**src/design/clock_mult_cfg.svh**
```systemverilog
`ifndef CLOCK_MULT_CFG_SVH
`define CLOCK_MULT_CFG_SVH

// control register address on the special function register port
`define CMC_REG_ADDR 8'h97
// control register reset value
`define CMC_REG_RESET 8'h00

// field positions inside the control register
`define CMC_BIT_ENABLE 7
`define CMC_BIT_INIT 6
`define CMC_BIT_LOCKED 5
`define CMC_SCALE_HI 4
`define CMC_SCALE_LO 2
`define CMC_SEL_HI 1
`define CMC_SEL_LO 0

// scale code that means no output scaling
`define CMC_SCALE_NONE 3'h0

// consecutive locked cycles before lock is trusted
`define CMC_LOCK_QUAL_CYCLES 16

`endif

```
**src/design/clock_mult_pkg.sv**
```systemverilog
package clock_mult_pkg;

    // control state, one-hot
    typedef enum logic [3:0] {
        ST_OFF     = 4'b0001,
        ST_ENABLED = 4'b0010,
        ST_LOCKING = 4'b0100,
        ST_LOCKED  = 4'b1000
    } mult_state_t;

    // multiplier input select codes
    typedef enum logic [1:0] {
        SEL_INT_X2 = 2'h0,
        SEL_EXT_X2 = 2'h1,
        SEL_INT_X4 = 2'h2,
        SEL_EXT_X4 = 2'h3
    } mult_sel_t;

    // external oscillator mode codes
    typedef enum logic [2:0] {
        OSC_OFF0      = 3'h0,
        OSC_OFF1      = 3'h1,
        OSC_CMOS      = 3'h2,
        OSC_CMOS_DIV2 = 3'h3,
        OSC_RC        = 3'h4,
        OSC_CAP       = 3'h5,
        OSC_XTAL      = 3'h6,
        OSC_XTAL_DIV2 = 3'h7
    } ext_osc_mode_t;

endpackage

```
**src/design/clock_multiplier_control.sv**
```systemverilog
`timescale 1ns/1ps
`include "clock_mult_cfg.svh"

// How it works
// - multiplier runs only while enable is set
// - init write while enabled starts lock
// - select picks source and times two/four
// - crystal mode claims both oscillator pins
// - rc, cap, cmos claim output pin only
// - output two or four times input, scaled by code except internal x2
module clock_multiplier_control
    import clock_mult_pkg::*;
#(
    parameter int LOCK_QUAL_CYCLES = `CMC_LOCK_QUAL_CYCLES
) (
    // clock and reset
    input wire logic clk_sys,
    input wire logic rst_n,
    // special function register port
    input wire logic [7:0] sfr_addr,
    input wire logic sfr_wr_en,
    input wire logic [7:0] sfr_wr_data,
    output logic [7:0] sfr_rd_data,
    // external oscillator status
    input clock_mult_pkg::ext_osc_mode_t ext_osc_mode,
    // analog multiplier side
    input wire logic pll_lock_raw,
    output logic mult_run,
    output logic mult_init_start,
    output logic mult_src_ext,
    output logic mult_times4,
    output logic [2:0] mult_scale,
    // system clock selection
    output logic mult_clk_ok,
    // port pin takeover
    output logic osc_pin_in_claim,
    output logic osc_pin_out_claim
);
    import clock_mult_pkg::*;

    ////////////////////////////////////////////////////////////////////////////
    // reset release

    logic rst_meta_n;
    logic rst_sync_n;

    // two-stage release of the asynchronous reset
    always_ff @(posedge clk_sys or negedge rst_n) begin
        if (!rst_n) begin
            rst_meta_n <= 1'b0;
            rst_sync_n <= 1'b0;
        end else begin
            rst_meta_n <= 1'b1;
            rst_sync_n <= rst_meta_n;
        end
    end

    ////////////////////////////////////////////////////////////////////////////
    // helpers

    // scale code actually applied for a given select
    function automatic logic [2:0] eff_scale(input logic [1:0] sel, input logic [2:0] code);
        eff_scale = (sel == SEL_INT_X2) ? `CMC_SCALE_NONE : code;
    endfunction

    // true for crystal or resonator modes
    function automatic logic is_xtal(input ext_osc_mode_t mode);
        is_xtal = (mode == OSC_XTAL) || (mode == OSC_XTAL_DIV2);
    endfunction

    // true whenever the oscillator drive circuit is on
    function automatic logic osc_on(input ext_osc_mode_t mode);
        osc_on = (mode != OSC_OFF0) && (mode != OSC_OFF1);
    endfunction

    ////////////////////////////////////////////////////////////////////////////
    // lock qualification

    logic lock_good;
    logic qual_restart;

    lock_qualifier #(
        .QUAL_CYCLES(LOCK_QUAL_CYCLES)
    ) u_lock_qual (
        .clk_sys(clk_sys),
        .rst_sync_n(rst_sync_n),
        .restart(qual_restart),
        .lock_raw(pll_lock_raw),
        .lock_good(lock_good)
    );

    ////////////////////////////////////////////////////////////////////////////
    // control register and state

    logic enable;
    logic init_bit;
    logic [2:0] scale_code;
    logic [1:0] sel_code;
    mult_state_t state;
    logic next_enable;
    logic next_init_bit;
    logic [2:0] next_scale_code;
    logic [1:0] next_sel_code;
    mult_state_t next_state;
    logic reg_write;
    logic init_req;

    assign reg_write = sfr_wr_en && (sfr_addr == `CMC_REG_ADDR);
    // init only counts when enable was already set before this write
    assign init_req = reg_write && sfr_wr_data[`CMC_BIT_INIT] && enable
                      && sfr_wr_data[`CMC_BIT_ENABLE];
    assign qual_restart = init_req || (state == ST_OFF);

    // register writes and multiplier sequencing
    always_comb begin
        next_enable = enable;
        next_init_bit = init_bit;
        next_scale_code = scale_code;
        next_sel_code = sel_code;
        next_state = state;
        if (reg_write) begin
            next_enable = sfr_wr_data[`CMC_BIT_ENABLE];
            next_init_bit = sfr_wr_data[`CMC_BIT_INIT];
            next_scale_code = sfr_wr_data[`CMC_SCALE_HI:`CMC_SCALE_LO];
            next_sel_code = sfr_wr_data[`CMC_SEL_HI:`CMC_SEL_LO];
        end
        case (state)
            ST_OFF: begin
                if (next_enable) next_state = ST_ENABLED;
            end
            ST_ENABLED: begin
                if (init_req) next_state = ST_LOCKING;
            end
            ST_LOCKING: begin
                if (lock_good) next_state = ST_LOCKED;
            end
            ST_LOCKED: begin
                // new init or lost lock drops ready
                if (init_req || !lock_good) next_state = ST_LOCKING;
            end
            default: next_state = ST_OFF;
        endcase
        // disable wins over all, clear resets
        if (!next_enable) next_state = ST_OFF;
    end

    // register control state
    always_ff @(posedge clk_sys or negedge rst_sync_n) begin
        if (!rst_sync_n) begin
            enable <= 1'(`CMC_REG_RESET >> `CMC_BIT_ENABLE);
            init_bit <= 1'b0;
            scale_code <= 3'h0;
            sel_code <= 2'h0;
            state <= ST_OFF;
        end else begin
            enable <= next_enable;
            init_bit <= next_init_bit;
            scale_code <= next_scale_code;
            sel_code <= next_sel_code;
            state <= next_state;
        end
    end

    ////////////////////////////////////////////////////////////////////////////
    // outputs

    logic [7:0] next_rd_data;
    logic next_run;
    logic next_init_start;
    logic next_src_ext;
    logic next_times4;
    logic [2:0] next_scale;
    logic next_clk_ok;
    logic next_pin_in;
    logic next_pin_out;

    // output values, read data from the current registers, multiplier outputs from the next state
    always_comb begin
        next_rd_data = 8'h00;
        if (sfr_addr == `CMC_REG_ADDR) begin
            next_rd_data[`CMC_BIT_ENABLE] = enable;
            next_rd_data[`CMC_BIT_INIT] = init_bit;
            next_rd_data[`CMC_BIT_LOCKED] = (state == ST_LOCKED);
            next_rd_data[`CMC_SCALE_HI:`CMC_SCALE_LO] = scale_code;
            next_rd_data[`CMC_SEL_HI:`CMC_SEL_LO] = sel_code;
        end
        next_run = (next_state != ST_OFF);
        next_init_start = init_req && next_enable;
        next_src_ext = next_sel_code[0];
        next_times4 = next_sel_code[1];
        next_scale = eff_scale(next_sel_code, next_scale_code);
        next_clk_ok = (next_state == ST_LOCKED);
        next_pin_in = is_xtal(ext_osc_mode);
        // any active mode claims output pin
        next_pin_out = osc_on(ext_osc_mode);
    end

    // register every output
    always_ff @(posedge clk_sys or negedge rst_sync_n) begin
        if (!rst_sync_n) begin
            sfr_rd_data <= 8'h00;
            mult_run <= 1'b0;
            mult_init_start <= 1'b0;
            mult_src_ext <= 1'b0;
            mult_times4 <= 1'b0;
            mult_scale <= 3'h0;
            mult_clk_ok <= 1'b0;
            osc_pin_in_claim <= 1'b0;
            osc_pin_out_claim <= 1'b0;
        end else begin
            sfr_rd_data <= next_rd_data;
            mult_run <= next_run;
            mult_init_start <= next_init_start;
            mult_src_ext <= next_src_ext;
            mult_times4 <= next_times4;
            mult_scale <= next_scale;
            mult_clk_ok <= next_clk_ok;
            osc_pin_in_claim <= next_pin_in;
            osc_pin_out_claim <= next_pin_out;
        end
    end

endmodule

```
**src/design/lock_qualifier.sv**
```systemverilog
`timescale 1ns/1ps
`include "clock_mult_cfg.svh"

module lock_qualifier #(
    parameter int QUAL_CYCLES = `CMC_LOCK_QUAL_CYCLES
) (
    // clock and reset
    input wire logic clk_sys,
    input wire logic rst_sync_n,
    // control
    input wire logic restart,
    input wire logic lock_raw,
    // result
    output logic lock_good
);

    localparam int CW = $clog2(QUAL_CYCLES + 1);
    localparam logic [CW-1:0] CNT_TOP = CW'(QUAL_CYCLES);

    // refuse counts the counter cannot hold
    if (QUAL_CYCLES < 1 || QUAL_CYCLES > 65535) begin : g_bad_count
        $error("lock_qualifier: QUAL_CYCLES out of range");
    end

    logic [CW-1:0] count;
    logic [CW-1:0] next_count;
    logic next_lock_good;

    // count consecutive locked cycles, restart on a new init
    always_comb begin
        next_count = count;
        next_lock_good = lock_good;
        if (restart || !lock_raw) begin
            next_count = '0;
            next_lock_good = 1'b0;
        end else if (count != CNT_TOP) begin
            next_count = count + CW'(1);
        end else begin
            next_lock_good = 1'b1;
        end
    end

    // register counter and result
    always_ff @(posedge clk_sys or negedge rst_sync_n) begin
        if (!rst_sync_n) begin
            count <= '0;
            lock_good <= 1'b0;
        end else begin
            count <= next_count;
            lock_good <= next_lock_good;
        end
    end

endmodule

```
**config.mk**
```make
export PLATFORM = sky130hd
export DESIGN_NAME = clock_multiplier_control
export DESIGN_NICKNAME = d
export VERILOG_FILES = /design/src/design/clock_mult_pkg.sv /design/src/design/clock_multiplier_control.sv /design/src/design/lock_qualifier.sv
export VERILOG_INCLUDE_DIRS = /design/src /design/src/design
export SDC_FILE = /design/constraint.sdc
export NUM_CORES = 1
export LEC_CHECK = 0
export ABC_CLOCK_PERIOD_IN_PS = 1450
export BUFFER_PORTS_ARGS = -buffer_cell sky130_fd_sc_hd__buf_2
export CORE_ASPECT_RATIO = 0.75
export CORE_MARGIN = 3
export CORE_UTILIZATION = 51
export DETAILED_ROUTE_END_ITERATION = 8
export PLACE_DENSITY = 0.84
export REMOVE_ABC_BUFFERS = 1
export SYNTH_ARGS = -nofsm -noshare
export SYNTH_HDL_FRONTEND = slang
export SYNTH_HIERARCHICAL = 1
export SYNTH_SLANG_ARGS = --single-unit
```
**constraint.sdc**
```tcl
create_clock -name clk_sys -period 1.45 [get_ports clk_sys]
set_input_delay 0.145 -clock clk_sys [delete_from_list [all_inputs] [get_ports clk_sys]]
set_output_delay 0.145 -clock clk_sys [all_outputs]
set_load 0.01 [all_outputs]
```
### Yosys cells after proc, flatten, opt, wreduce, memory -nomap -nowiden

Cells that the tools add are included.

* register bits after elaboration: 37
* latch bits: 0
* memory bits (writable): 0
* ROM bits: 0
* memories: 0

* add/subtract/negate cells: 1
* multipliers: 0
* divide/modulo/power cells: 0
* order comparisons: 0
* eq/ne operators: 12
* shifts and indexed selects: 0
* multiplexer cells: 14
* bitwise operators: 0
* reduce and logical (&&, ||, !) cells: 15

Operators with widths (number)
* $mux W4: 4
* $pmux W4 S4: 1
* $mux W5: 2
* $eq A4 B4 Y1 const B: 2
* $eq A8 B8 Y1 const B: 1
* $mux W8: 1
* $eq A3 B3 Y1 const B: 2
* $logic_and A1 B1 Y1: 6
* $mux W3: 2
* $add A5 B1 Y5 const B: 1
* $ne A5 B5 Y1 const B: 1
* $eq A4 B1 Y1 const B: 1
* $eq A4 B2 Y1 const B: 1
* $eq A4 B3 Y1 const B: 1
* $logic_or A1 B1 Y1: 4
* $ne A4 B1 Y1 const B: 1
* $mux W1: 3
* $ne A3 B1 Y1 const B: 1
* $reduce_bool A3 Y1: 1
* $logic_not A1 Y1: 2
* $logic_not A2 Y1: 1
* $mux W2: 1
* $ne A2 B1 Y1 const B: 1
* $reduce_bool A2 Y1: 1

### Depth between registers and ports, before layout

* depth after elaboration: 10
* gate-level depth with buffers: 7

### By module

Netlist, hierarchy kept.

Modules (own cells, without submodules)
* clock_multiplier_control: instances 1, cells an instance 92, area each 1209.9 sq um, sequential area each 726.9 sq um
* lock_qualifier: instances 1, cells an instance 29, area each 339.1 sq um, sequential area each 150.1 sq um

### Worst setup path after synthesis

Ideal clock, no wire load.

* path type: flip-flop to flip-flop
* start point: register state[0]
* end point: register u_lock_qual.lock_good
* data arrival time: 1521 ps
* path slack: -190 ps
* stages on the path, launching flop included: 6
* path through: dfstp_2 > buf_2 > nand2b_1 > o32ai_1 > nand2b_1 > o21ba_2

* cells in the longest elaborated chain, start to end: 4
* elaborated cells between the ends (all ways): 5

RTL lines
* from (decl): line clock_multiplier_control.sv:99 `mult_state_t state;`
* from (signal assigned): line clock_multiplier_control.sv:160 `state <= next_state;`
* $eq A4 B1 Y1 (*): line clock_multiplier_control.sv:112 `assign qual_restart = init_req || (state == ST_OFF);`
* $logic_or A1 B1 Y1 (*): line clock_multiplier_control.sv:112
* net qual_restart: line clock_multiplier_control.sv:80 `logic qual_restart;`
* $logic_or A1 B1 Y1 (*): line lock_qualifier.sv:33 `if (restart || !lock_raw) begin`
* $ne A2 B1 Y1 (no source line) or $mux W1 (tied branches)
* to (signal assigned): line lock_qualifier.sv:50 `lock_good <= next_lock_good;`
* to (decl): line lock_qualifier.sv:14 `output logic lock_good`

Mark *: on every way through the listed nets, which the timed path passes. The rest lies on a longest branch.
A chain may end at the register's enable or synchronous reset.

### Worst setup path in the final report

* start point: register state[2]
* end point: register state[2]

* cells in the longest elaborated chain, start to end: 3
* elaborated cells between the ends (all ways): 9

RTL lines
* $eq A4 B4 Y1, or another cell as far along: line clock_multiplier_control.sv:127 `case (state)`
* $pmux W4 S4 (*): line clock_multiplier_control.sv:127
* $mux W4 (*): line clock_multiplier_control.sv:144 `if (!next_enable) next_state = ST_OFF;`
* net next_state[2]: line clock_multiplier_control.sv:104 `mult_state_t next_state;`

Marked as above.

==> flow_summary.toml <==
[drt]
drt_wl_total_um = 3060
detail_route.vias_per_cell = 5.51
drtIter0Drc = 62
vias = 1151
avgRoutedWirePerCell_um = 14.6
drt_first_pass_iters = 4
ant_nets = 0
drc_errors = 0

[final_layout]
utilization = 0.714
antenna_cells = 0
multi_input_area_um2 = 652
area_growth_pct = 26.5
seqCellArea_um2 = 877
final_nets = 198
fillers = 191
final_area_um2 = 1960
drive_above_1_share = 0.434
instances_no_fill = 209

[clocking]
h-tree-depth = 2
clk_pin_slew_ps = 60
clock_sinks = 35
cts_tree = "built"
root_buffer = "clkbuf_8"
cts_made_buffers = 5
clockBufferDepth = 2
insertion_delay_ps = 280

[yosys]
syn_area_per_cell_um2 = 12.8
synth_cell_types = 36
synth_cells = 121
async_flop_share = 1.00
synth_edf_count = 0
ys_ff_latch = 35
synth-main-ff-cell = "dfrtp_1"
netlist_area_um2 = 1550
synth_seq_area_share = 0.566
yosysWarnings = 6

[timing]
fin_crit_sh = 1.01
layout_min_cycle_time_ps = 1460
skew_ps = 2.91
setup_slack_ps = -10.7
rsz0062_at_grt = "yes"
hold_viol = 0
whs_ps = 72.2
maxSlewViolCount = 0
max_freq_mhz = 685
setup_viol = 1
relSlewSlack = 0.664
worst_slew_pin_slew_ps = 503

[die]
rows = 16
pin_count = 41
dieArea_um2 = 3740
core_um2 = 2740
fp.dieW_um = 69.6
die_h_um = 53.7
initial_utilization = 0.565

[critical_path]
crit_path_start = "state[2]$_DFF_PN0_"
crit_required_ps = 1660
critical_path_peak_fanout = 4
critPathArrivalTime_ps = 1670
startpoint_type = "flop"
critPathKind = "reg2reg"
reg2reg_to = "state[2]$_DFF_PN0_"
r2r_start = "state[2]$_DFF_PN0_"
ff2ff_setup_slack_ps = -10
rr_worst_depth = 5
cp-end-kind = "flop"

[placement]
port_buffers = 38
gp_congestion = 0.905
place_ws_ps = -38.6
place_area_um2 = 1840
place_inst = 201
hpwl_um = 2360

[power]
p_clk_frac = 0.364
power.share.sequential = 0.549
p_sw_uw = 396
peakVddDrop_mv = 0.689
p_int_uw = 1450
leakage_uw = 0.000995
p_per_area_nw_per_um2 = 941
combPwrFrac = 0.087
swShare = 0.215

[flow_run]
cap_viol_max_count = 0

[worst_hold_path]
whs_endpoint = "osc_pin_out_claim$_DFF_PN0_"
hold_start = "ext_osc_mode[1]"
worstHoldPathType = "in2reg"
hold_depth = 2

[grt]
grt_antenna_before_repair = 0
grt_overflow = 0
grt_pass1_vias = 1118
grt_use_total = 0.179
grt_max_degree = 19
grt_pass1_wl_um = 5090

[run_status]
violations = "negative setup slack"
outcome = "finished with violations"
worst max path at each step:
stage,endpoint,cells after the start
floorplan,u_lock_qual/lock_good$_DFFE_PN0P_,4
global placement,state[1]$_DFF_PN0_,4
detailed placement,u_lock_qual/count[3]$_DFFE_PN0P_,5
CTS,u_lock_qual/count[3]$_DFFE_PN0P_,5
global route,state[2]$_DFF_PN0_,5
finish,state[2]$_DFF_PN0_,5
layout make-up:
class                      instances  share of cell area
inverter                           4             0.00766
timing repair buffer              50               0.144
multi-input combinational         77               0.333
clock inverter                     1             0.00255
sequential                        35               0.448
tap                               36              0.0230
clock buffer                       6              0.0421
flip-flops by register name (all words and copies together), names as in the netlist, 3 cells and up:
register and flops:
u_lock_qual/count 5, mult_scale 3, sfr_rd_data 8, scale_code 3, state 4
routing by layer:
metal	wire, um	global-route usage	vias up
li1	-	-	542
met1	1270	0.201	558
met2	1490	0.320	42
met3	224	0.0821	9
met4	72	0.0478	0
met5	0	0	-
power groups by stage:
stage	combinational [uW]	sequential (uW)	clock [uW]
floorplan	53.9	1050	0
global placement	145	1030	0
detailed placement	155	1030	0
CTS	160	1010	695
global route	176	1010	746
finish	160	1010	671
logic make-up after synthesis:
kind of cell    after synthesis  synth area share
other cells                   1           0.00242
compound gates               15            0.0678
mux                          11            0.0840
fa+ha+maj                     2            0.0162
simple gates                 45             0.218
buf+inv                       9            0.0283
flops                        35             0.566
xor+xnor                      3            0.0170
repair_timing:
item	4_1_cts	5_1_grt
resized for setup	2	3
buffers inserted	0	0
hold buffers	1	0
pin swaps	0	2
endpoints found under the setup margin	5	6
hold endpoints to repair	2	0
critical path, cell delays in order (launching register included):
cell and delay [ps]:
dfrtp_1 430, buf_4 170, nand2b_1 100, a2111oi_1 500
a21oi_1 90, nor2_1 110
metrics by stage:
stage | total power (uW) | setup TNS, ps
after floorplan | 1100 | -221
after global placement | 1170 | 0
after detailed placement | 1180 | -142
after CTS | 1870 | 0
after global routing | 1940 | -102
final | 1840 | -10.7
cell usage in the layout, fill, tap and decap left out, types with 4 or more instances in the layout:
cell type,count
and3_1,7
buf_2,38
buf_4,11
clkbuf_8,6
dfrtp_1,34
inv_1,4
mux2_2,6
mux2i_1,4
nand2b_1,4
nand3b_1,5
o21ai_0,7
or3b_1,4
synth_stat cells, drive strengths merged, types with 3 or more instances:
master | instances | area [um^2]
and3 | 7 | 43.8
and4b | 3 | 30.0
buf | 4 | 25.0
dfrtp | 34 | 851
inv | 4 | 15.0
mux2 | 6 | 67.6
mux2i | 5 | 62.6
nand2b | 4 | 25.0
nand3 | 4 | 32.5
nand3b | 5 | 37.5
nor2 | 3 | 11.3
nor3 | 5 | 25.0
o211ai | 3 | 22.5
o21ai | 7 | 35.0
or3b | 4 | 35.0
xnor2 | 3 | 26.3
(Power assumes the default switching activity.)
